[config.mk]
export PLATFORM = sky130hd
export DESIGN_NAME = uem_endpoint_regs
export DESIGN_NICKNAME = d
export VERILOG_FILES = /design/src/pkg/uem_pkg.sv /design/src/hw/uem_endpoint_regs.sv
export SDC_FILE = /design/constraint.sdc
export NUM_CORES = 1
export LEC_CHECK = 0
export BUFFER_PORTS_ARGS = -buffer_cell sky130_fd_sc_hd__buf_4
export CELL_PAD_IN_SITES_DETAIL_PLACEMENT = 1
export CELL_PAD_IN_SITES_GLOBAL_PLACEMENT = 2
export CORE_MARGIN = 4
export CORE_UTILIZATION = 35
export CTS_BUF_LIST = sky130_fd_sc_hd__clkbuf_4
export DETAILED_ROUTE_END_ITERATION = 10
export PLACE_DENSITY = 0.86
export RECOVER_POWER = 25
export SETUP_SLACK_MARGIN = 0.1
export SLEW_MARGIN = 20
export SYNTH_ARGS = -nofsm -noshare
export SYNTH_HDL_FRONTEND = slang
export SYNTH_SLANG_ARGS = --single-unit
[constraint.sdc]
create_clock -name clk_sys -period 9.3 [get_ports clk_sys]
set_input_delay 2.79 -clock clk_sys [delete_from_list [all_inputs] [get_ports clk_sys]]
set_output_delay 2.79 -clock clk_sys [all_outputs]
set_load 0.02 [all_outputs]
[src/pkg/uem_pkg.sv]
// Shared constants and carriers for the endpoint mode and counter block.
// Assumes one 100 MHz clock shared by the APB side and the serial interface engine.
`default_nettype none
package uem_pkg;
	// ==========================================================
	// Register indices (byte address is four times the index)
	localparam logic [7:0] IDX_CNT0 = 8'h11;
	localparam logic [7:0] IDX_MODE0 = 8'h12;
	localparam logic [7:0] IDX_CNT1 = 8'h13;
	localparam logic [7:0] IDX_MODE1 = 8'h14;
	localparam logic [7:0] IDX_CNT2 = 8'h15;
	localparam logic [7:0] IDX_MODE2 = 8'h16;
	localparam logic [7:0] IDX_CNT3 = 8'h41;
	localparam logic [7:0] IDX_MODE3 = 8'h42;
	localparam logic [7:0] IDX_CNT4 = 8'h43;
	localparam logic [7:0] IDX_MODE4 = 8'h44;
	localparam logic [7:0] IDX_IRQ = 8'h20;
	localparam logic [7:0] REG_RESET = 8'h00;
	// ==========================================================
	// Field positions
	localparam int MODE_STALL_BIT = 7;
	localparam int MODE_SETUP_BIT = 7;
	localparam int MODE_IN_BIT = 6;
	localparam int MODE_OUT_BIT = 5;
	localparam int MODE_ACK_BIT = 4;
	localparam int CNT_TOG_BIT = 7;
	localparam int CNT_DVAL_BIT = 6;
	localparam logic [5:0] CRC_BYTES = 6'h02;
	// ==========================================================
	// Mode codes
	localparam logic [3:0] M_DISABLE = 4'h0;
	localparam logic [3:0] M_NAK_INOUT = 4'h1;
	localparam logic [3:0] M_STATUS_OUT = 4'h2;
	localparam logic [3:0] M_STALL_INOUT = 4'h3;
	localparam logic [3:0] M_IGNORE_INOUT = 4'h4;
	localparam logic [3:0] M_ISO_OUT = 4'h5;
	localparam logic [3:0] M_STATUS_IN = 4'h6;
	localparam logic [3:0] M_ISO_IN = 4'h7;
	localparam logic [3:0] M_NAK_OUT = 4'h8;
	localparam logic [3:0] M_ACK_OUT = 4'h9;
	localparam logic [3:0] M_NAK_OUT_STIN = 4'ha;
	localparam logic [3:0] M_ACK_OUT_STIN = 4'hb;
	localparam logic [3:0] M_NAK_IN = 4'hc;
	localparam logic [3:0] M_ACK_IN = 4'hd;
	localparam logic [3:0] M_NAK_IN_STOUT = 4'he;
	localparam logic [3:0] M_ACK_IN_STOUT = 4'hf;
	// ==========================================================
	// Token kinds and answers
	localparam logic [1:0] PID_SETUP = 2'h1;
	localparam logic [1:0] PID_IN = 2'h2;
	localparam logic [1:0] PID_OUT = 2'h3;
	localparam logic [2:0] RSP_IGNORE = 3'h0;
	localparam logic [2:0] RSP_ACK = 3'h1;
	localparam logic [2:0] RSP_NAK = 3'h2;
	localparam logic [2:0] RSP_STALL = 3'h3;
	localparam logic [2:0] RSP_TXCNT = 3'h4;
	localparam logic [2:0] RSP_TX0 = 3'h5;
	localparam logic [2:0] RSP_RXISO = 3'h6;
	// ==========================================================
	// Carriers
	typedef struct packed {
		logic valid;
		logic [2:0] ep;
		logic [1:0] pid;
		logic crc_ok;
		logic zero_len;
		logic tog;
	} uem_tok_s;
	typedef struct packed {
		logic valid;
		logic hs_ack;
		logic [5:0] rx_bytes;
	} uem_upd_s;
	typedef struct packed {
		logic valid;
		logic [2:0] code;
		logic [5:0] count;
		logic tog;
	} uem_rsp_s;
	typedef struct packed {
		logic hit;
		logic is_mode;
		logic is_irq;
		logic [2:0] ep;
	} uem_dec_s;
endpackage
`default_nettype wire

[src/hw/uem_endpoint_regs.sv]
// Endpoint mode and counter registers with token answer decode.
// Assumes an APB master and a serial interface engine on clk_sys; engine strobes are synchronous.
`default_nettype none
module uem_endpoint_regs
	import uem_pkg::*;
#(
	parameter int NUM_EP = 5
) (
	input wire logic clk_sys,
	input wire logic rst,
	input wire logic psel,
	input wire logic penable,
	input wire logic pwrite,
	input wire logic [11:0] paddr,
	input wire logic [31:0] pwdata,
	output logic pready,
	output logic [31:0] prdata,
	output logic pslverr,
	input wire uem_tok_s tok,
	input wire uem_upd_s upd,
	input wire logic setup_point,
	input wire logic ctrl_write_end,
	output uem_rsp_s rsp,
	output logic [NUM_EP-1:0] ep_irq,
	output logic ep0_setup_flag
);
	// Register map is fixed at five endpoints
	if (NUM_EP != 5) begin : g_ep_check
		$error("NUM_EP must be 5: register map is fixed");
	end

	// ==========================================================
	// Functions
	function automatic uem_dec_s decode(input logic [7:0] idx);
		uem_dec_s d;
		d = '{hit: 1'b1, is_mode: 1'b0, is_irq: 1'b0, ep: 3'h0};
		unique case (idx)
			IDX_CNT0: d.ep = 3'h0;
			IDX_CNT1: d.ep = 3'h1;
			IDX_CNT2: d.ep = 3'h2;
			IDX_CNT3: d.ep = 3'h3;
			IDX_CNT4: d.ep = 3'h4;
			IDX_MODE0: begin
				d.ep = 3'h0;
				d.is_mode = 1'b1;
			end
			IDX_MODE1: begin
				d.ep = 3'h1;
				d.is_mode = 1'b1;
			end
			IDX_MODE2: begin
				d.ep = 3'h2;
				d.is_mode = 1'b1;
			end
			IDX_MODE3: begin
				d.ep = 3'h3;
				d.is_mode = 1'b1;
			end
			IDX_MODE4: begin
				d.ep = 3'h4;
				d.is_mode = 1'b1;
			end
			IDX_IRQ: d.is_irq = 1'b1;
			default: d.hit = 1'b0;
		endcase
		return d;
	endfunction

	// Answer for a token; crc is taken as good here
	function automatic logic [2:0] answer(input logic [3:0] mode, input logic stall, input logic [1:0] pid,
		input logic zl, input logic tog);
		logic [2:0] chk;
		logic [2:0] r;
		chk = (zl && tog) ? RSP_ACK : RSP_STALL;
		r = RSP_IGNORE;
		unique case (pid)
			PID_SETUP: begin
				unique case (mode)
					M_NAK_INOUT, M_STATUS_OUT, M_STALL_INOUT, M_IGNORE_INOUT, M_STATUS_IN,
					M_NAK_OUT_STIN, M_ACK_OUT_STIN, M_NAK_IN_STOUT, M_ACK_IN_STOUT: r = RSP_ACK;
					default: r = RSP_IGNORE;
				endcase
			end
			PID_IN: begin
				unique case (mode)
					M_NAK_INOUT, M_NAK_IN, M_NAK_IN_STOUT: r = RSP_NAK;
					M_STATUS_OUT, M_STALL_INOUT: r = RSP_STALL;
					M_STATUS_IN, M_NAK_OUT_STIN, M_ACK_OUT_STIN: r = RSP_TX0;
					M_ISO_IN, M_ACK_IN_STOUT: r = RSP_TXCNT;
					M_ACK_IN: r = stall ? RSP_STALL : RSP_TXCNT;
					M_ACK_OUT: r = stall ? RSP_STALL : RSP_IGNORE;
					default: r = RSP_IGNORE;
				endcase
			end
			PID_OUT: begin
				unique case (mode)
					M_NAK_INOUT, M_NAK_OUT, M_NAK_OUT_STIN: r = RSP_NAK;
					M_STATUS_OUT, M_NAK_IN_STOUT, M_ACK_IN_STOUT: r = chk;
					M_STALL_INOUT, M_STATUS_IN: r = RSP_STALL;
					M_ISO_OUT: r = RSP_RXISO;
					M_ACK_OUT: r = stall ? RSP_STALL : RSP_ACK;
					M_ACK_OUT_STIN: r = RSP_ACK;
					M_ACK_IN: r = stall ? RSP_STALL : RSP_IGNORE;
					default: r = RSP_IGNORE;
				endcase
			end
			default: r = RSP_IGNORE;
		endcase
		return r;
	endfunction

	// Mode after an acknowledged transaction
	function automatic logic [3:0] after_ack(input logic [3:0] mode, input logic [1:0] pid);
		logic [3:0] m;
		m = mode;
		if (pid == PID_SETUP && mode != M_DISABLE) begin
			m = M_NAK_INOUT;
		end else begin
			unique case (mode)
				M_ACK_OUT: m = M_NAK_OUT;
				M_ACK_IN: m = M_NAK_IN;
				M_ACK_OUT_STIN: m = M_NAK_OUT_STIN;
				M_ACK_IN_STOUT: m = M_NAK_IN_STOUT;
				default: m = mode;
			endcase
		end
		return m;
	endfunction

	// ==========================================================
	// State
	logic [7:0] mode_q [NUM_EP];
	logic [7:0] cnt_q [NUM_EP];
	logic [NUM_EP-1:0] irq_q;
	logic mode_lock_q;
	logic cnt_lock_q;
	logic force_q;
	uem_tok_s tok_l_q;
	logic [2:0] raw_l_q;
	logic [2:0] rsp_l_q;
	uem_rsp_s rsp_q;
	logic pready_q;
	logic [31:0] prdata_q;
	logic pslverr_q;

	// ==========================================================
	// Token answer decode
	logic ep_ok;
	logic [7:0] q_mode;
	logic q_stall;
	logic [2:0] q_raw;
	logic [2:0] q_act;

	always_comb begin
		ep_ok = tok.ep < 3'(NUM_EP);
		q_mode = ep_ok ? mode_q[tok.ep] : REG_RESET;
		q_stall = (tok.ep != 3'h0) && q_mode[MODE_STALL_BIT];
		q_raw = ep_ok ? answer(q_mode[3:0], q_stall, tok.pid, tok.zero_len, tok.tog) : RSP_IGNORE;
		q_act = (tok.pid != PID_IN && !tok.crc_ok) ? RSP_IGNORE : q_raw;
	end

	always_ff @(posedge clk_sys or posedge rst) begin
		if (rst) begin
			tok_l_q <= '0;
			raw_l_q <= RSP_IGNORE;
			rsp_l_q <= RSP_IGNORE;
			rsp_q <= '0;
		end else begin
			rsp_q.valid <= tok.valid;
			if (tok.valid) begin
				tok_l_q <= tok;
				raw_l_q <= q_raw;
				rsp_l_q <= q_act;
				rsp_q.code <= q_act;
				rsp_q.count <= ep_ok ? cnt_q[tok.ep][5:0] : 6'h00;
				rsp_q.tog <= ep_ok ? cnt_q[tok.ep][CNT_TOG_BIT] : 1'b0;
			end
		end
	end

	// ==========================================================
	// Update point effects
	logic u_go;
	logic [2:0] u_ep;
	logic u_ack;
	logic u_data;
	logic u_irq;
	logic u_seen;

	always_comb begin
		u_go = upd.valid && (tok_l_q.ep < 3'(NUM_EP));
		u_ep = tok_l_q.ep;
		u_ack = (rsp_l_q == RSP_ACK) || ((rsp_l_q == RSP_TXCNT || rsp_l_q == RSP_TX0) && upd.hs_ack);
		u_data = tok_l_q.pid != PID_IN && (raw_l_q == RSP_ACK || raw_l_q == RSP_RXISO);
		u_seen = rsp_l_q != RSP_IGNORE;
		u_irq = u_seen || u_data;
	end

	// ==========================================================
	// APB access
	uem_dec_s dec;
	logic adr_ok;
	logic acc;
	logic wr_acc;
	logic rd_acc;

	always_comb begin
		dec = decode(paddr[9:2]);
		adr_ok = dec.hit && paddr[11:10] == 2'h0 && paddr[1:0] == 2'h0;
		acc = psel && penable && pready_q;
		wr_acc = acc && pwrite && adr_ok;
		rd_acc = acc && !pwrite && adr_ok;
	end

	always_ff @(posedge clk_sys or posedge rst) begin
		if (rst) begin
			pready_q <= 1'b0;
			prdata_q <= '0;
			pslverr_q <= 1'b0;
		end else begin
			pready_q <= psel && !penable;
			pslverr_q <= psel && !penable && !adr_ok;
			// Writes and refused reads return zero
			if (psel && !penable) begin
				if (pwrite || !adr_ok) begin
					prdata_q <= '0;
				end else if (dec.is_irq) begin
					prdata_q <= 32'(irq_q);
				end else if (dec.is_mode) begin
					prdata_q <= {24'h0, mode_q[dec.ep]};
				end else begin
					prdata_q <= {24'h0, cnt_q[dec.ep]};
				end
			end
		end
	end

	// ==========================================================
	// Mode registers
	always_ff @(posedge clk_sys or posedge rst) begin
		if (rst) begin
			for (int i = 0; i < NUM_EP; i++) begin
				mode_q[i] <= REG_RESET;
			end
		end else begin
			for (int i = 0; i < NUM_EP; i++) begin
				if (u_go && u_ep == 3'(i) && u_seen) begin
					// Engine update beats a CPU write in the same cycle
					mode_q[i][3:0] <= u_ack ? after_ack(mode_q[i][3:0], tok_l_q.pid) : mode_q[i][3:0];
					if (u_ack) begin
						mode_q[i][MODE_ACK_BIT] <= 1'b1;
					end
					if (i == 0 && tok_l_q.pid == PID_IN) begin
						mode_q[i][MODE_IN_BIT] <= 1'b1;
					end
					if (i == 0 && tok_l_q.pid == PID_OUT) begin
						mode_q[i][MODE_OUT_BIT] <= 1'b1;
					end
				end else if (wr_acc && dec.is_mode && dec.ep == 3'(i)) begin
					if (i != 0) begin
						mode_q[i] <= pwdata[7:0];
					end else if (!mode_lock_q) begin
						mode_q[i][6:0] <= pwdata[6:0];
					end
				end
			end
			// Setup flag: set at the setup point, held while forced, a CPU write to the endpoint zero mode register clears it
			if (setup_point || force_q) begin
				mode_q[0][MODE_SETUP_BIT] <= 1'b1;
			end else if (wr_acc && dec.is_mode && dec.ep == 3'h0) begin
				mode_q[0][MODE_SETUP_BIT] <= 1'b0;
			end
		end
	end

	always_ff @(posedge clk_sys or posedge rst) begin
		if (rst) begin
			force_q <= 1'b0;
		end else if (setup_point) begin
			force_q <= 1'b1;
		end else if (ctrl_write_end) begin
			force_q <= 1'b0;
		end
	end

	// ==========================================================
	// Counter registers
	always_ff @(posedge clk_sys or posedge rst) begin
		if (rst) begin
			for (int i = 0; i < NUM_EP; i++) begin
				cnt_q[i] <= REG_RESET;
			end
		end else begin
			for (int i = 0; i < NUM_EP; i++) begin
				if (u_go && u_ep == 3'(i) && u_data) begin
					cnt_q[i][5:0] <= upd.rx_bytes + CRC_BYTES;
					cnt_q[i][CNT_DVAL_BIT] <= tok_l_q.crc_ok;
					cnt_q[i][CNT_TOG_BIT] <= tok_l_q.tog;
				end else if (wr_acc && !dec.is_mode && !dec.is_irq && dec.ep == 3'(i)) begin
					if (i != 0 || !cnt_lock_q) begin
						cnt_q[i] <= pwdata[7:0];
					end
				end
			end
		end
	end

	// ==========================================================
	// Endpoint zero write locks
	always_ff @(posedge clk_sys or posedge rst) begin
		if (rst) begin
			mode_lock_q <= 1'b0;
			cnt_lock_q <= 1'b0;
		end else begin
			if (u_go && u_ep == 3'h0 && u_seen) begin
				mode_lock_q <= 1'b1;
			end else if (rd_acc && dec.is_mode && dec.ep == 3'h0) begin
				mode_lock_q <= 1'b0;
			end
			if (u_go && u_ep == 3'h0 && u_data) begin
				cnt_lock_q <= 1'b1;
			end else if (rd_acc && !dec.is_mode && !dec.is_irq && dec.ep == 3'h0) begin
				cnt_lock_q <= 1'b0;
			end
		end
	end

	// ==========================================================
	// Endpoint interrupt flags
	always_ff @(posedge clk_sys or posedge rst) begin
		if (rst) begin
			irq_q <= '0;
		end else begin
			for (int i = 0; i < NUM_EP; i++) begin
				if (u_go && u_ep == 3'(i) && u_irq) begin
					irq_q[i] <= 1'b1;
				end else if (wr_acc && dec.is_irq && pwdata[i]) begin
					irq_q[i] <= 1'b0;
				end
			end
		end
	end

	// ==========================================================
	// Outputs
	assign pready = pready_q;
	assign prdata = prdata_q;
	assign pslverr = pslverr_q;
	assign rsp = rsp_q;
	assign ep_irq = irq_q;
	assign ep0_setup_flag = mode_q[0][MODE_SETUP_BIT];
endmodule
`default_nettype wire

* Word-level counts from Yosys, hierarchy flattened *
Memories as Yosys holds them, arrays and structs flattened.
Cells that the tools add are included.

cells by class
  add/sub/neg operators = 1
  reductions and logical operators = 137
  bitwise logic cells = 6
  eq/ne operators = 80
  mux-type cells = 89
  order comparisons = 4

operators with widths
  cell                number
  $mux 8              23
  $eq 4x4->1 const B  28
  $bmux 8 s3          4
  $pmux 4 s4          5
  $logic_and 1x1->1   65
  $eq 8x5->1 const B  6
  $mux 4              10
  $mux 5              8
  $reduce_bool 2->1   19
  $eq 8x7->1 const B  4
  $ne 6x1->1 const B  5
  $mux 1              25
  $mux 7              3
  $pmux 3 s7          1
  $reduce_and 3->1    7
  $reduce_bool 4->1   5
  $pmux 3 s6          1
  $reduce_and 2->1    9
  $eq 3x3->1 const B  5
  $ne 2x2->1 const B  7
  $reduce_or 2->1     7
  $eq 3x1->1 const B  4
  $eq 3x2->1 const B  4
  $eq 4x3->1 const B  3
  other kinds (25)    59

word-level totals
  bits in read-only memories = 16
  bits of input ports = 68
  flip-flop bits (word level) = 143
  memories = 1
  logic and storage cells = 360
  output and inout port bits = 51

memories
  name             words  bits a word  read ports  clocked after Yosys merged registers in  wr ports  line                     text
  (no name shown)  16     1            1           0                                        0         uem_endpoint_regs.sv:78  unique case (mode)

* Logic depth before layout (Yosys ltp) *
  depth after elaboration = 11
  gate-level depth with buffers = 10
  gate-level depth less buffers = 7

* Least setup slack after synthesis *
OpenSTA, ideal clock, no wires.

  path type = in2reg
  start = in tok[5] (netlist name)
  end = reg raw_l_q[0]
  path slack = 4659 ps
  library setup time = 140 ps
  required time = 9160 ps
  cell stages on the path = 8
  path buffers = 1
  arrival time = 4501 ps
  cell sequence = buf_2 > mux2i_1 > nor2_1 > a211oi_1 > o21ai_0 > o31a_1 > a311oi_1 > o32ai_1

on the way
  word-level cells in the longest chain between the ends = 10
  elaborated cells on any way between the ends = 36
  classes of those cells = order compare (1); eq/ne (14); mux (10); bitwise (1); reduce/logical (9); memory (1)

ends and longest elaborated chain
  what                                             line                                              text
  start: declaration                               uem_endpoint_regs.sv:19                           input wire uem_tok_s tok,
  $not 3->4 (implied by the code)                  uem_endpoint_regs.sv:156                          q_mode = ep_ok ? mode_q[tok.ep] : REG_RESET;
  $bmux 8 s3                                       uem_endpoint_regs.sv:156
  $mux 8 (implied by the code) (2 in a row)        uem_endpoint_regs.sv:156
  $mux 8                                           uem_endpoint_regs.sv:156
  $eq 4x2->1, or another cell as far along         uem_endpoint_regs.sv:85, uem_endpoint_regs.sv:96
  $reduce_or 3->1, or another cell as far along    uem_endpoint_regs.sv:96                           unique case (mode)
  $pmux 3 s7 / $pmux 3 s6 (equally long branches)  uem_endpoint_regs.sv:96, uem_endpoint_regs.sv:85
  $pmux 3 s3                                       uem_endpoint_regs.sv:76                           unique case (pid)
  $mux 3 (*)                                       uem_endpoint_regs.sv:158                          q_raw = ep_ok ? answer(q_mode[3:0], q_stall, tok.pid, tok.zero_len, tok.tog) : RSP_IGNORE;
  end signal: assignment                           uem_endpoint_regs.sv:172                          raw_l_q <= q_raw;
  end: declaration                                 uem_endpoint_regs.sv:139                          logic [2:0] raw_l_q;

Mark *: on every way between the ends. The rest lies on a longest branch, timed or not. The select of a mux whose other input is x is not followed.
A chain may end at the register's enable or synchronous reset.

* Worst setup path after layout *
  start = in paddr[3]
  end = reg cnt_q[37] (netlist name)

on the way
  word-level cells in the longest chain between the ends = 11
  elaborated cells on any way between the ends = 32
  classes of those cells = eq/ne (11); mux (4); reduce/logical (17)

ends and longest elaborated chain
  what                                      line                      text
  start: declaration                        uem_endpoint_regs.sv:14   input wire logic [11:0] paddr,
  $eq 8x6->1, or another cell as far along  uem_endpoint_regs.sv:37   unique case (idx)
  $reduce_or 11->1 (no source line)         -
  $mux 1                                    uem_endpoint_regs.sv:37
  $logic_and 1x1->1 (2 in a row)            uem_endpoint_regs.sv:209  adr_ok = dec.hit && paddr[11:10] == 2'h0 && paddr[1:0] == 2'h0;
  $logic_and 1x1->1                         uem_endpoint_regs.sv:211  wr_acc = acc && pwrite && adr_ok;
  $logic_and 1x1->1 (2 in a row)            uem_endpoint_regs.sv:299  end else if (wr_acc && !dec.is_mode && !dec.is_irq && dec.ep == 3'(i)) begin
  $logic_and 1x1->1 (*)                     uem_endpoint_regs.sv:299
  $reduce_bool 2->1 (no source line) (*)    -
  $reduce_and 2->1 (no source line) (*)     -
  end signal: indexed assignment            uem_endpoint_regs.sv:297  cnt_q[i][CNT_DVAL_BIT] <= tok_l_q.crc_ok;
  end signal: indexed assignment            uem_endpoint_regs.sv:298  cnt_q[i][CNT_TOG_BIT] <= tok_l_q.tog;
  end signal: indexed assignment            uem_endpoint_regs.sv:301  cnt_q[i] <= pwdata[7:0];
  end: declaration                          uem_endpoint_regs.sv:133  logic [7:0] cnt_q [NUM_EP];

Mark *: on every way between the ends. The rest lies on a longest branch, timed or not.

==> impl_metrics.ini <==
[yosys]
synth-simple-area-share_pct = 15.2
synth_compound_area_share_pct = 20.0
synthMuxAreaShare_pct = 15.1
seq_area_frac_synth_pct = 42.2
synth_xor_area_share_pct = 0.496
synth_ff_type = dfrtp_1
postSynthCellCount = 743
syn_avg_cell_area_um2 = 9.50
synth_cell_types = 65
synth_top_area_share_pct = 42.2
synth_top_family_by_area = compound AO/OA/AOI/OAI gates
synth.largest_area_cell = dfrtp_1
synth_edf_count = 0
yosys_warnings = 0
synth_area_leaders = dfrtp_1 42%, mux2i_1 8.1%, nand2_1 4.6%, mux2_2 4.5%, o21ai_0 4.3%
synthAdderAreaFrac_pct = 0.177
ys_async_sr_fraction_pct = 100
yosys_register_bits = 119
syn_area_um2 = 7060

[sta]
setup_violations = 0
period_needed_ns = 5.25
fmax_ghz = 0.190
tightest_slew_ns = 2.13
whs_ns = 0.486
maxSlewViolCount = 47
fin_setup_tns_ns = 0
hold_viol_final = 0
rsz0062_at_grt = false
fin_crit_sh_pct = 56.5
slew_headroom_pct = -42.8
skew_ns = 0.0234

[worst_setup_path]
cp-startpoint = paddr[3]
rrSetupSlack_ns = 6.65
cp-end-kind = register
cp_data_arrival_time_ns = 5.66
cp_common_cell = mux2i_1
max_stage_delay_ns = 0.70
slowest_stage = a21oi_2
cp_num_buf_inv = 1
r2r-start = mode_q[33]
endpoint = cnt_q[37]
cp_num_cells = 8
worstPathMaxFanout = 14
path_cells = buf_4 > or3b_1 > a21oi_2 > nand2_2 > nand3_1 > or4_1 > mux2i_1 > mux2i_1
reg2reg_depth = 8
crit_path_start_kind = input port
cp_top_family = simple AND/OR/NAND/NOR gates
cp.required_ns = 9.71
critPathKind = in2reg
r2r-end = raw_l_q[0]

[floorplanning]
die-width_um = 150
core-area_um2 = 19700
ios = 119
dieArea_um2 = 22500
initial_core_util_pct = 35.9
std_cell_rows = 51
die_y_um = 150

[clocking]
cts_num_sinks = 119
clock_path_buffers = 2
cts_tree = done
cts_setup_buffers = 0
htree_levels = 4
clock_latency_ns = 0.55
cts_resized = 0
clk_pin_slew_ns = 0.11
root_buffer = clkbuf_4
cts_hold_buf = 0
cts_made_buffers = 17

[placed_design]
place_inst = 1042
gp_congestion = 0.863
dp_hpwl_um = 17500
port_buffers = 70

[run]
maxCapViolCount = 1

[route]
finalWirelength_um = 24700
vias = 6203
via_per_inst = 5.77
drt_first_iter_violations = 432
drc = 0
drt-pass1-iter-count = 5
detail_route.wl_per_cell_um = 22.9
antenna_left = 0

[power]
p_int_mw = 0.727
p_comb_share_pct = 16.6
leakagePower_nw = 3.61
swShare_pct = 32.9
sequentialPowerShare_pct = 53.9
power.share.clock_pct = 29.5
p_per_area_nw_per_um2 = 137
p_sw_mw = 0.357
peakVddDrop_uv = 69.5
p_total_mw = 1.08

[cells_and_area]
num-fill-cells = 2350
drive_above_1_share_pct = 20.0
final_nets = 865
final_cells = 1075
area_growth_pct = 12.5

[run_status]
outcome = finished, violations left
violations = capacitance limit, slew limit

[global_route]
grt_pass1_wl_um = 37700
grt_overflow = 0
antenna_found_initial = 1
grtUsageTotal_pct = 22.3
grt_start_max_net_pins = 75
grt_pass1_vias = 6331

[worst_hold_path]
hold_path_depth = 2
min_path_type = reg2reg
==> worst min-delay path, stage by stage (launching register included) <==
cell,delay [ns]
dfrtp_1,0.36
nor2_1,0.06
nand2_1,0.04
==> registers in the layout, indices dropped and copies added (netlist names) <==
name and flops:
cnt_lock_q 1, cnt_q 40, ep0_setup_flag 1, ep_irq 5, force_q 1, mode_lock_q 1, mode_q 39, prdata 8
pready 1, pslverr 1, raw_l_q 3, rsp 11, tok_l_q 4, u_ep 3
==> power by group through the flow <==
stage / sequential (mW) / clock (mW) / combinational (mW)
floorplan: 0.591 / 0 / 0.110
detailed placement: 0.593 / 0 / 0.181
finish: 0.584 / 0.320 / 0.180
CTS: 0.583 / 0.328 / 0.181
global placement: 0.593 / 0 / 0.177
global route: 0.588 / 0.353 / 0.198
==> synthesized netlist by cell type (14+ instances only) <==
cell and instances:
a21oi_1 27, a22o_1 14, buf_4 27, clkbuf_1 32, dfrtp_1 119, inv_1 29
mux2_2 28, mux2i_1 57, nand2_1 86, nand3_1 19, nor2_1 31, o21ai_0 61
o22ai_1 26
==> through the flow <==
step	instance area [um^2]	worst slack (ns)	util, %
finish	7940	4.05	40.4
global placement	7710	3.54	39.2
global route	7940	3.96	40.4
CTS	7940	4.09	40.4
floorplan	7140	3.35	-
detailed placement	7710	3.48	39.2
==> per-layer routing <==
layer | vias to the layer above | GRT usage (%) | part of all wire [%]
li1 | 2816 | - | -
met2 | 201 | 37.5 | 50
met5 | - | 0 | 0
met4 | 0 | 5.86 | 1.6
met3 | 22 | 4.00 | 5.1
met1 | 3164 | 29.7 | 43
==> how the worst min path moves through the flow <==
| stage | start | endpoint | slack (ns) |
|---|---|---|---|
| final | force_q | ep0_setup_flag | 0.49 |
| after global routing | force_q | force_q | 0.51 |
| after CTS | mode_q[30] | mode_q[30] | 0.49 |
| after detailed placement | mode_q[30] | mode_q[30] | 0.47 |
| after global placement | mode_q[30] | mode_q[30] | 0.45 |
| after floorplan | force_q | ep0_setup_flag | 0.43 |
==> final cells by class <==
class	count	area [um^2]	share of cell area, %
flip-flops and latches	119	2980	37.5
well taps	265	332	4.18
diodes	1	2.50	0.0315
repair buffers	79	583	7.35
inverters	29	110	1.39
multi-input cells	550	3710	46.7
clock buffers	19	143	1.80
clock inverters	13	83.8	1.06
==> cell families after synthesis <==
group / count (synthesis)
compound gates: 215
simple gates: 213
flops: 119
buf+inv: 97
mux: 93
xor+xnor: 4
fa+ha+maj: 1
other cells: 1
==> layout by cell type, fill, tap and decap left out, types with 5 or more instances in the layout <==
cell / synthesis / routed
clkinv_2: 0 / 5
buf_4: 27 / 73
nand2b_1: 6 / 6
nor3_1: 12 / 11
o31ai_1: 6 / 6
or4_1: 5 / 5
a22o_1: 14 / 14
conb_1: 1 / 24
o22ai_1: 26 / 26
clkinvlp_4: 0 / 5
a31oi_1: 5 / 5
nor2_1: 31 / 30
mux2_2: 28 / 28
nand2_1: 86 / 86
a21oi_1: 27 / 27
o21ai_0: 61 / 61
inv_1: 29 / 28
mux2i_1: 57 / 57
a211o_1: 7 / 7
mux4_2: 8 / 8
dfrtp_1: 119 / 119
clkbuf_4: 0 / 22
nor4_1: 9 / 8
nand3_1: 19 / 19
a22oi_1: 13 / 13
o21ai_1: 7 / 7
a211oi_1: 11 / 11
Note: power is estimated with default switching activity, not from simulation.
